`config.mk`:
```
export PLATFORM = sky130hd
export DESIGN_NAME = program_space_access_unit_flat
export DESIGN_NICKNAME = d
export VERILOG_FILES = /design/src/common/psa_pkg.sv /design/src/common/psa_if.sv /design/src/rtl/program_space_access_unit.sv /design/src/flat_wrapper.sv
export SDC_FILE = /design/constraint.sdc
export NUM_CORES = 1
export LEC_CHECK = 0
export BUFFER_PORTS_ARGS = -buffer_cell sky130_fd_sc_hd__buf_2
export CORE_AREA = 2 2 378 380
export CTS_BUF_LIST = sky130_fd_sc_hd__clkbuf_8
export DETAILED_ROUTE_END_ITERATION = 8
export DIE_AREA = 0 0 380 382
export GPL_ROUTABILITY_DRIVEN = 0
export SLEW_MARGIN = 0
export SYNTH_ARGS = -nofsm -noshare
export SYNTH_HDL_FRONTEND = slang
export SYNTH_SLANG_ARGS = --single-unit
```
`constraint.sdc`:
```
create_clock -name clk -period 7.7 [get_ports clk]
set_clock_uncertainty 0.2 [all_clocks]
set_input_delay 1.54 -clock clk [delete_from_list [all_inputs] [get_ports clk]]
set_output_delay 1.54 -clock clk [all_outputs]
set_load 0.02 [all_outputs]
```
`src/common/psa_pkg.sv`:
```
/*
  constants shared by the program space access unit and its core-side requester.
  assumes a 24-bit instruction word and a 16-bit data word.
*/
package psa_pkg;
  localparam int PC_W = 23;
  localparam int PADDR_W = 24;
  localparam int IWORD_W = 24;
  localparam int DWORD_W = 16;
  localparam int DADDR_W = 16;
  localparam int PAGE_W = 8;
  localparam int CFG_SEL_BIT = 7;
  localparam int LATCH_WORDS = 32;
  localparam int LATCH_IDX_W = 5;
  localparam logic [PADDR_W-1:0] USER_TOP = 24'h7ffffe;
  localparam logic [PADDR_W-1:0] PC_STEP = 24'h000002;
  localparam logic [DADDR_W-1:0] WINDOW_BASE = 16'h8000;
  localparam logic [7:0] KEY_FIRST = 8'h55;
  localparam logic [7:0] KEY_SECOND = 8'haa;
  // flash control write-start bit position
  localparam int WR_BIT = 15;
  // requester register offsets (byte addresses on avalon)
  localparam logic [3:0] REG_CMD = 4'h0;
  localparam logic [3:0] REG_ADDR = 4'h4;
  localparam logic [3:0] REG_WDATA = 4'h8;
  localparam logic [3:0] REG_RDATA = 4'hc;
  // command encodings
  localparam logic [2:0] OP_NONE = 3'h0;
  localparam logic [2:0] OP_DATA_RD = 3'h1;
  localparam logic [2:0] OP_TBL_RD = 3'h2;
  localparam logic [2:0] OP_TBL_WL = 3'h3;
  localparam logic [2:0] OP_TBL_WH = 3'h4;
  localparam logic [2:0] OP_SET_PAGE = 3'h5;
  localparam logic [2:0] OP_KEY = 3'h6;
  localparam logic [2:0] OP_CTRL = 3'h7;
  // pages selected by the page field of op_set_page
  localparam logic [1:0] PG_WINDOW = 2'h0;
  localparam logic [1:0] PG_TABLE = 2'h1;
  localparam int PROG_CYCLES = 64;
endpackage

```
`src/common/psa_if.sv`:
```
/*
  link between the core-side requester and the program space access unit.
  assumes both ends share clk and rst.
*/
`timescale 1ns/1ps
interface psa_if;
  logic req;
  logic [2:0] op;
  logic [15:0] addr;
  logic [15:0] wdata;
  logic ack;
  logic [15:0] rdata;
  logic [7:0] rdata_hi;
  logic busy;
  modport unit (input req, op, addr, wdata, output ack, rdata, rdata_hi, busy);
  modport core (output req, op, addr, wdata, input ack, rdata, rdata_hi, busy);
endinterface

```
`src/rtl/program_space_access_unit.sv`:
```
/*
  program space access unit: window and table access to program memory,
  flash write latches and the keyed unlock that starts programming.
  assumes the core holds req with op, addr and wdata until ack.
  the flash array is a plain port pair; the array answers in one cycle.
*/
`timescale 1ns/1ps
// Behaviour
// - 23-bit pc, lsb always zero
// - program address steps by two
// - upper data half maps via page register
// - window access extra cycle, low 16 bits
// - table access reaches all 24 bits
// - user space only, except table page bit7
// - address bit 23 only for table access
// - 96 bytes of write latches, 32 words
// - high-byte write keeps low byte only
// - no erase/program without unlock sequence
// - software writes 0x55, 0xaa, then start
// - software idles two slots, then waits
// - software holds off interrupts five instructions
module program_space_access_unit #(
  parameter int PROG_CYCLES = psa_pkg::PROG_CYCLES
) (
  input wire logic clk,
  input wire logic rst,
  psa_if.unit link,
  input wire logic [psa_pkg::PC_W-1:0] pc_in,
  input wire logic pc_load,
  input wire logic pc_advance,
  output logic [psa_pkg::PC_W-1:0] pc,
  output logic [psa_pkg::PADDR_W-1:0] flash_addr,
  output logic flash_rd,
  input wire logic [psa_pkg::IWORD_W-1:0] flash_rdata,
  output logic flash_prog,
  output logic [psa_pkg::IWORD_W*psa_pkg::LATCH_WORDS-1:0] flash_latch_data,
  output logic [psa_pkg::PADDR_W-1:0] flash_prog_addr,
  output logic [15:0] flash_control,
  output logic unlocked
);
  typedef enum logic [1:0] {ST_IDLE, ST_WAIT, ST_DONE} acc_state_t;
  typedef enum logic [1:0] {K_NONE, K_ONE, K_TWO} key_state_t;
  acc_state_t state_reg;
  key_state_t key_reg;
  logic [psa_pkg::PC_W-1:0] pc_reg;
  logic [psa_pkg::PAGE_W-1:0] data_window_page;
  logic [psa_pkg::PAGE_W-1:0] table_page_select;
  logic [psa_pkg::IWORD_W-1:0] latch_mem [psa_pkg::LATCH_WORDS];
  logic [15:0] rdata_reg;
  logic [7:0] rdata_hi_reg;
  logic [15:0] ctrl_reg;
  logic [psa_pkg::PADDR_W-1:0] prog_addr_reg;
  logic [$clog2(PROG_CYCLES+1)-1:0] prog_cnt_reg;
  logic [psa_pkg::PADDR_W-1:0] win_addr;
  logic [psa_pkg::PADDR_W-1:0] tbl_addr;
  logic [psa_pkg::LATCH_IDX_W-1:0] latch_idx;
  logic take;
  logic is_write;
  logic start_ok;
  logic flash_rd_window;

  assign take = link.req && (state_reg == ST_IDLE);
  assign is_write = link.op != psa_pkg::OP_DATA_RD && link.op != psa_pkg::OP_TBL_RD
    && link.op != psa_pkg::OP_NONE;
  // window address: page picks a 16k-word slice, bit 23 clear, word aligned
  assign win_addr = {1'b0, data_window_page, link.addr[14:1], 1'b0};
  // table address: page bit 7 becomes address bit 23 only here
  assign tbl_addr = {table_page_select, link.addr};
  // latch slot from word address; two address units per word
  assign latch_idx = link.addr[psa_pkg::LATCH_IDX_W:1];
  assign start_ok = (key_reg == K_TWO) && link.wdata[psa_pkg::WR_BIT];

  // program counter, lsb forced clear
  always_ff @(posedge clk or posedge rst) begin
    if (rst) begin
      pc_reg <= '0;
    end else if (pc_load) begin
      pc_reg <= {pc_in[psa_pkg::PC_W-1:1], 1'b0};
    end else if (pc_advance) begin
      pc_reg <= pc_reg + psa_pkg::PC_STEP[psa_pkg::PC_W-1:0];
    end
  end
  assign pc = pc_reg;

  // access sequencer: reads wait one cycle for the array
  always_ff @(posedge clk or posedge rst) begin
    if (rst) begin
      state_reg <= ST_IDLE;
    end else begin
      unique case (state_reg)
        ST_IDLE: begin
          if (take && (link.op == psa_pkg::OP_DATA_RD || link.op == psa_pkg::OP_TBL_RD)) begin
            state_reg <= ST_WAIT;
          end else if (take) begin
            state_reg <= ST_DONE;
          end
        end
        ST_WAIT: state_reg <= ST_DONE;
        ST_DONE: state_reg <= ST_IDLE;
      endcase
    end
  end
  assign link.ack = state_reg == ST_DONE;

  // flash read port, address held while waiting
  always_ff @(posedge clk or posedge rst) begin
    if (rst) begin
      flash_addr <= '0;
      flash_rd <= 1'b0;
    end else begin
      flash_rd <= take && (link.op == psa_pkg::OP_DATA_RD || link.op == psa_pkg::OP_TBL_RD);
      if (take && link.op == psa_pkg::OP_DATA_RD) begin
        flash_addr <= win_addr;
      end else if (take && link.op == psa_pkg::OP_TBL_RD) begin
        flash_addr <= tbl_addr;
      end
    end
  end

  // read data capture: window gives low word only, table gives all 24 bits
  always_ff @(posedge clk or posedge rst) begin
    if (rst) begin
      rdata_reg <= '0;
      rdata_hi_reg <= '0;
    end else if (state_reg == ST_WAIT) begin
      rdata_reg <= flash_rdata[15:0];
      rdata_hi_reg <= flash_rd_window ? 8'h00 : flash_rdata[23:16];
    end
  end
  // remembers whether the pending read came through the data window
  always_ff @(posedge clk or posedge rst) begin
    if (rst) begin
      flash_rd_window <= 1'b0;
    end else if (take) begin
      flash_rd_window <= link.op == psa_pkg::OP_DATA_RD;
    end
  end
  assign link.rdata = rdata_reg;
  assign link.rdata_hi = rdata_hi_reg;

  // page registers
  always_ff @(posedge clk or posedge rst) begin
    if (rst) begin
      data_window_page <= '0;
      table_page_select <= '0;
    end else if (take && link.op == psa_pkg::OP_SET_PAGE) begin
      if (link.addr[1:0] == psa_pkg::PG_WINDOW) begin
        data_window_page <= link.wdata[7:0];
      end else if (link.addr[1:0] == psa_pkg::PG_TABLE) begin
        table_page_select <= link.wdata[7:0];
      end
    end
  end

  // write latches, one 24-bit word per slot
  always_ff @(posedge clk) begin
    if (take && link.op == psa_pkg::OP_TBL_WL) begin
      latch_mem[latch_idx][15:0] <= link.wdata;
    end else if (take && link.op == psa_pkg::OP_TBL_WH) begin
      latch_mem[latch_idx][23:16] <= link.wdata[7:0]; // upper source byte dropped
    end
  end
  for (genvar i = 0; i < psa_pkg::LATCH_WORDS; i++) begin : g_latch
    assign flash_latch_data[i*psa_pkg::IWORD_W +: psa_pkg::IWORD_W] = latch_mem[i];
  end

  // remember latch row address for programming
  always_ff @(posedge clk or posedge rst) begin
    if (rst) begin
      prog_addr_reg <= '0;
    end else if (take && link.op == psa_pkg::OP_TBL_WL) begin
      prog_addr_reg <= {tbl_addr[23:psa_pkg::LATCH_IDX_W+1], 6'h00};
    end
  end
  assign flash_prog_addr = prog_addr_reg;

  // unlock key sequence; any other write in between cancels it
  always_ff @(posedge clk or posedge rst) begin
    if (rst) begin
      key_reg <= K_NONE;
    end else if (take && is_write) begin
      if (link.op == psa_pkg::OP_KEY && link.wdata[7:0] == psa_pkg::KEY_FIRST) begin
        key_reg <= K_ONE;
      end else if (link.op == psa_pkg::OP_KEY && link.wdata[7:0] == psa_pkg::KEY_SECOND
                   && key_reg == K_ONE) begin
        key_reg <= K_TWO;
      end else begin
        key_reg <= K_NONE;
      end
    end
  end
  assign unlocked = key_reg == K_TWO;

  // flash control: write-start only honoured after unlock, cleared on finish
  always_ff @(posedge clk or posedge rst) begin
    if (rst) begin
      ctrl_reg <= '0;
      prog_cnt_reg <= '0;
    end else if (ctrl_reg[psa_pkg::WR_BIT]) begin
      if (prog_cnt_reg == '0) begin
        ctrl_reg[psa_pkg::WR_BIT] <= 1'b0;
      end else begin
        prog_cnt_reg <= prog_cnt_reg - 1'b1;
      end
    end else if (take && link.op == psa_pkg::OP_CTRL) begin
      ctrl_reg <= {start_ok, link.wdata[14:0]};
      prog_cnt_reg <= ($clog2(PROG_CYCLES+1))'(PROG_CYCLES - 1);
    end
  end
  assign flash_control = ctrl_reg;
  assign flash_prog = ctrl_reg[psa_pkg::WR_BIT];
  // software idles and waits on busy; hardware needs nothing from it
  assign link.busy = ctrl_reg[psa_pkg::WR_BIT];
endmodule

```
`src/flat_wrapper.sv`:
```
// flat-port wrapper written by rule: the top's interface ports become plain ports
module program_space_access_unit_flat 
#(
  parameter int PROG_CYCLES = psa_pkg::PROG_CYCLES
)
  (clk, rst, pc_in, pc_load, pc_advance, pc, flash_addr, flash_rd, flash_rdata, flash_prog, flash_latch_data, flash_prog_addr, flash_control, unlocked, link_req, link_op, link_addr, link_wdata, link_ack, link_rdata, link_rdata_hi, link_busy);
  psa_if link_i ();
  input wire logic clk;
  input wire logic rst;
  input wire logic [psa_pkg::PC_W-1:0] pc_in;
  input wire logic pc_load;
  input wire logic pc_advance;
  output logic [psa_pkg::PC_W-1:0] pc;
  output logic [psa_pkg::PADDR_W-1:0] flash_addr;
  output logic flash_rd;
  input wire logic [psa_pkg::IWORD_W-1:0] flash_rdata;
  output logic flash_prog;
  output logic [psa_pkg::IWORD_W*psa_pkg::LATCH_WORDS-1:0] flash_latch_data;
  output logic [psa_pkg::PADDR_W-1:0] flash_prog_addr;
  output logic [15:0] flash_control;
  output logic unlocked;
  input wire logic [$bits(link_i.req)-1:0] link_req;
  input wire logic [$bits(link_i.op)-1:0] link_op;
  input wire logic [$bits(link_i.addr)-1:0] link_addr;
  input wire logic [$bits(link_i.wdata)-1:0] link_wdata;
  output wire logic [$bits(link_i.ack)-1:0] link_ack;
  output wire logic [$bits(link_i.rdata)-1:0] link_rdata;
  output wire logic [$bits(link_i.rdata_hi)-1:0] link_rdata_hi;
  output wire logic [$bits(link_i.busy)-1:0] link_busy;
  assign link_i.req = link_req;
  assign link_i.op = link_op;
  assign link_i.addr = link_addr;
  assign link_i.wdata = link_wdata;
  assign link_ack = link_i.ack;
  assign link_rdata = link_i.rdata;
  assign link_rdata_hi = link_i.rdata_hi;
  assign link_busy = link_i.busy;
  program_space_access_unit #(.PROG_CYCLES(PROG_CYCLES)) u_core (.clk(clk), .rst(rst), .link(link_i), .pc_in(pc_in), .pc_load(pc_load), .pc_advance(pc_advance), .pc(pc), .flash_addr(flash_addr), .flash_rd(flash_rd), .flash_rdata(flash_rdata), .flash_prog(flash_prog), .flash_latch_data(flash_latch_data), .flash_prog_addr(flash_prog_addr), .flash_control(flash_control), .unlocked(unlocked));
endmodule
```
==> results of run 1 <==
## synthesized netlist by cell type (2+ instances only)
library cell	number	area (µm²)
nand2_1	90	338
and3b_1	2	17.5
or3b_2	3	26.3
and3_1	3	18.8
buf_2	2	10.0
o41ai_1	2	17.5
nor2b_1	4	25.0
o31ai_1	2	15.0
or4_1	7	52.6
dfrtp_1	133	3330
inv_1	11	41.3
o21ai_0	24	120
and4_1	2	17.5
nor3_1	7	35.0
xnor2_1	4	35.0
nand3b_1	4	30.0
buf_4	9	67.6
nor4_1	5	31.3
edfxtp_1	768	23100
o31a_1	3	26.3
a22o_1	9	78.8
nand4_1	6	37.5
nand2b_1	4	25.0
nor4bb_1	3	30.0
o311ai_0	2	17.5
nor2_1	85	319
clkbuf_1	22	82.6
mux2_2	64	721
ha_1	6	75.1
a21oi_1	14	70.1
buf_1	3	11.3
o211ai_1	2	15.0
xor2_1	9	78.8
or3_1	4	25.0
a31oi_1	6	37.5
nand3_1	14	70.1
mux2i_1	12	120
## through the flow
| step | instance area, µm² | cells | power (mW) | setup WS (ps) |
|---|---|---|---|---|
| finish | 39700 | 4506 | 10.7 | 3670 |
| global route | 39700 | 4504 | 11.1 | 3550 |
| CTS | 39700 | 4504 | 10.9 | 3660 |
| detailed placement | 36800 | 4238 | 6.68 | 2750 |
| global placement | 36800 | 4238 | 6.66 | 2860 |
| floorplan | 29300 | 1376 | 6.21 | 2410 |
## worst paths after layout
kind / from / to / slack (ps) / depth (start not counted)
worst max-delay path: link_op[2] / u_core.latch_mem[21][18] / 3670 / 5
worst min-delay path: u_core.flash_control[10] / u_core.flash_control[10] / 260 / 2
worst max register to register: u_core.state_reg[0] / u_core.latch_mem[21][18] / 3730 / 6
worst min register to register: u_core.flash_control[10] / u_core.flash_control[10] / 260 / 2
max in group asynchronous: rst / u_core.flash_control[9] / 5290 / 3
min in group asynchronous: rst / u_core.pc[21] / 650 / 2
## worst max-delay path, stage by stage
cell	delay, ps
buf_2	110
nand3_1	190
nor3_1	540
nand2_1	760
nor2_1	1090
## power by group
part           internal [mW]  total, mW  switching, mW
Combinational          0.319      0.937          0.617
Sequential              5.50       5.62          0.119
Clock                   2.13       4.16           2.02
## cell type report
class,instances,area [µm²]
clock buffers,157,2160
flip-flops and latches,901,26400
multi-input cells,426,2770
clock inverters,109,742
diodes,2,5.00
repair buffers,1009,5190
fillers,14200,101000
well taps,1890,2360
inverters,12,50.0
## metal layers
layer  vias up  part of all wire, %  track usage [%]
met3       142                  9.2             4.60
met4         0                  2.1             4.41
li1       7543                    -                -
met5         -                    0                0
met2      1023                   50             23.3
met1      8768                   38             15.8
## cells by family (layout without fill, tap and decap cells)
family | count (synthesis) | in the layout | synth area share [%]
buf+inv | 49 | 1287 | 0.756
compound gates | 74 | 74 | 1.64
xor+xnor | 13 | 13 | 0.389
other cells | 1 | 9 | 0.0128
simple gates | 250 | 250 | 3.99
fa+ha+maj | 6 | 6 | 0.256
flops | 901 | 901 | 90.1
mux | 76 | 76 | 2.87
==> flow_summary.json, run 1 <==
{
  "slew_headroom_pct": 14.9,
  "run_status": "finished, final reports clean",
  "core_area_um2": 141000,
  "fmax_mhz": 248,
  "via_per_inst": 3.88,
  "row_count": 138,
  "ys_seq_elements": 901,
  "synth.distinct_cells": 57,
  "end_kind": "register",
  "grt_pass1_vias": 17500,
  "dr.first_iter.drc_count": 1252,
  "hold_violations": 0,
  "syn_to_final_growth_pct": 35.4,
  "synth_flop_cell": "edfxtp_1",
  "avgSynthCellArea_um2": 21.4,
  "dieWidth_um": 380,
  "tns_ps": 0,
  "die_area_um2": 145000,
  "synth-edff-count": 768,
  "drive_gt1_share_pct": 49.8,
  "hpwl_um": 67400,
  "cts_max_level": 4,
  "tightest_slew_ps": 1270,
  "rsz0062_at_grt": "no",
  "cts_tree": "built",
  "ir_drop_mv": 0.200,
  "p_leak_nw": 15.3,
  "fin_crit_sh_pct": 52.4,
  "syn_inst": 1370,
  "die_h_um": 382,
  "drtAntennaViolNets": 0,
  "layout_commonest_cell": "buf_2",
  "start_util_pct": 20.8,
  "final_cell_mix": "buf_2, edfxtp_1, clkbuf_8, dfrtp_1, nand2_1",
  "postCtsSetupRepairBufs": 0,
  "wl_per_cell_um": 22.7,
  "whs_ps": 264,
  "finalSetupViolCount": 0,
  "clockBufferDepth": 3,
  "criticalPathCategory": "in -> reg",
  "synth_area_um2": 29300,
  "numCtsBuffers": 149,
  "clock_latency_ps": 830,
  "synthArstFlopShare_pct": 14.8,
  "grt_max_degree": 80,
  "postLayoutCoreUtil_pct": 28.2,
  "vias": 17500,
  "antenna_found_initial": 14,
  "start_kind": "primary input",
  "maxSlewViolCount": 0,
  "hp-class": "reg -> reg",
  "grt.overflow.total": 0,
  "drt_pass1_iterations": 5,
  "wl_um": 102000,
  "cp.arrival_ps": 4270,
  "port_buffers": 962,
  "crit_fanout": 8,
  "yosysSeqAreaShare_pct": 90.1,
  "grt_pass1_wl_um": 137000,
  "path_clk_slew_ps": 60,
  "grtUsageTotal_pct": 13.5,
  "nets": 2592,
  "yosysWarnings": 0,
  "pwr_density_cell_nw_per_um2": 270,
  "largest_register_ffs": 768,
  "max-cap-violations": 0,
  "worstPathRequired_ps": 7940,
  "io_pins": 971,
  "cts_resized": 0,
  "root_buffer": "clkbuf_8",
  "drc": 0,
  "cts.sinks": 901,
  "min_period_ps": 4030,
  "postCtsHoldBufs": 0
}
No activity file was read; power rests on OpenSTA's default activity.
==> inputs of run 2 (changes only) <==
- clock period: 7.7 -> 4 ns (I/O delays scaled with it)
==> flow_summary.json, run 2 (same netlist as run 1, synthesis figures left out) <==
{
  "run_status": "finished, final reports clean",
  "grt_pass1_wl_um": 140000,
  "dr.first_iter.drc_count": 1335,
  "final_cell_mix": "buf_2, edfxtp_1, clkbuf_8, dfrtp_1, buf_4",
  "clock_latency_ps": 820,
  "r2r_slack_ps": 870,
  "reg2reg_depth": 7,
  "r2r-start": "u_core.state_reg[1]",
  "p_clk_share_pct": 37.5,
  "syn_to_final_growth_pct": 38.4,
  "crit_chain": "inv_1, ha_1, nand3b_1, nor2_2, nand2_1, nor2_2, buf_12",
  "grt.overflow.total": 0,
  "crit_path_max_incr_delay_ps": 540,
  "slew_headroom_pct": 21.1,
  "hp-class": "in -> reg",
  "maxSlewViolCount": 0,
  "clockBufferDepth": 3,
  "place_inst": 4284,
  "postCtsHoldBufs": 58,
  "wl_um": 103000,
  "layout_commonest_cell": "buf_2",
  "worstPathRequired_ps": 4310,
  "postCtsSetupRepairBufs": 0,
  "start_util_pct": 20.8,
  "tns_ps": 0,
  "hold_violations": 0,
  "drt_pass1_iterations": 5,
  "ir_drop_mv": 0.348,
  "hpwl_um": 68500,
  "grtUsageTotal_pct": 13.7,
  "p_int_mw": 15.1,
  "rsz0062_at_grt": "no",
  "via_per_inst": 3.85,
  "largest_register_ffs": 768,
  "hold_path_depth": 2,
  "p_sw_mw": 5.18,
  "min_period_ps": 3130,
  "cts_tree": "built",
  "final.fill_count": 14100,
  "multi_input_area_um2": 2760,
  "dieWidth_um": 380,
  "cts_resized": 0,
  "start_kind": "register",
  "cp_common_cell": "nor2_2",
  "row_count": 138,
  "r2r-end": "u_core.latch_mem[25][7]",
  "root_buffer": "clkbuf_8",
  "criticalPathCategory": "reg -> reg",
  "fmax_mhz": 319,
  "cp.arrival_ps": 3450,
  "core_area_um2": 141000,
  "swShare_pct": 25.5,
  "pwr-share-comb_pct": 9.2,
  "numCtsBuffers": 146,
  "postLayoutCoreUtil_pct": 28.8,
  "fin_crit_sh_pct": 78.4,
  "cts.sinks": 901,
  "crit_fanout": 11,
  "cts_max_level": 4,
  "regArea_um2": 26400,
  "end_kind": "register",
  "antenna_found_initial": 10,
  "grt_max_degree": 61,
  "holdPathEnd": "u_core.flash_addr[0]",
  "finalSetupViolCount": 0,
  "pwr-share-seq_pct": 53.3,
  "max-cap-violations": 0,
  "vias": 17700,
  "pwr_density_cell_nw_per_um2": 501,
  "wl_per_cell_um": 22.4,
  "die_h_um": 382,
  "grt_pass1_vias": 18200,
  "tightest_slew_ps": 1180,
  "port_buffers": 962,
  "io_pins": 971,
  "drive_gt1_share_pct": 49.0,
  "worst_path_max_delay_cell": "nor2_2",
  "drc": 0,
  "p_leak_nw": 15.7,
  "path_clk_slew_ps": 60,
  "nets": 2693,
  "die_area_um2": 145000,
  "drtAntennaViolNets": 0,
  "hp-start": "link_op[1]",
  "finalNonFillerCells": 4605
}
run 2: cell types whose count changed in the layout (fill, tap and decap cells not counted), moves of 5 or more:
cell and delta:
nor2_1 +6, clkbuf_8 -10, dlygate4sd3_1 +58, clkinv_1 +5, buf_12 +8, nor2_2 -7, buf_4 +38
run 2: stage by stage:
| step | cell area, µm² | total power [mW] | hold WS [ps] | worst slack [ps] |
|---|---|---|---|---|
| floorplan | 29300 | 12.0 | 245 | 769 |
| global placement | 37200 | 12.8 | 257 | 557 |
| detailed placement | 37200 | 12.9 | 257 | 523 |
| CTS | 40500 | 20.6 | 6.92 | 708 |
| global route | 40500 | 21.1 | 53.3 | 558 |
| finish | 40500 | 20.3 | 143 | 865 |
run 2: power by group through the flow:
| stage | Combinational [mW] | Clock [mW] | Sequential (mW) |
|---|---|---|---|
| after global routing | 2.00 | 8.23 | 10.9 |
| after global placement | 1.84 | 0 | 11.0 |
| after detailed placement | 1.87 | 0 | 11.0 |
| final | 1.87 | 7.61 | 10.8 |
| after CTS | 1.92 | 7.86 | 10.8 |
| after floorplan | 0.540 | 0 | 11.4 |
run 2: critical path: cells and delay by family, from the launching register on:
kind	cells	cell delay, ps
AND/OR/NAND/NOR	4	1610
flip-flops	1	380
buffers and inverters	2	310
adder cells (fa/ha/maj)	1	260
run 2: routing by layer:
metal  vias up  track usage [%]  wire length, µm
li1       7733                -                -
met1      8865             15.7            39900
met2       990             23.8            52000
met3       130             4.62             8920
met4         0             4.66             2260
met5         -                0                0
run 2: final cells by class:
class	count	share of cell area [%]
clock inverter	113	1.81
multi-input combinational	426	6.82
tap	1890	5.83
sequential	901	65.1
clock buffer	147	4.99
timing repair buffer	1113	15.3
antenna	3	0.0185
inverter	12	0.120
run 2: how the worst max path moves through the flow:
stage / from / to / depth (start not counted) / slack (ps)
2_1_floorplan: link_op[0] / u_core.latch_mem[28][0] / 6 / 770
6_report: u_core.state_reg[1] / u_core.latch_mem[25][7] / 7 / 870
4_1_cts: u_core.state_reg[0] / u_core.latch_mem[2][19] / 7 / 710
3_5_place_dp: link_req / u_core.latch_mem[2][18] / 6 / 520
3_3_place_gp: link_op[2] / u_core.latch_mem[5][6] / 7 / 560
5_1_grt: u_core.state_reg[0] / u_core.latch_mem[2][22] / 7 / 560
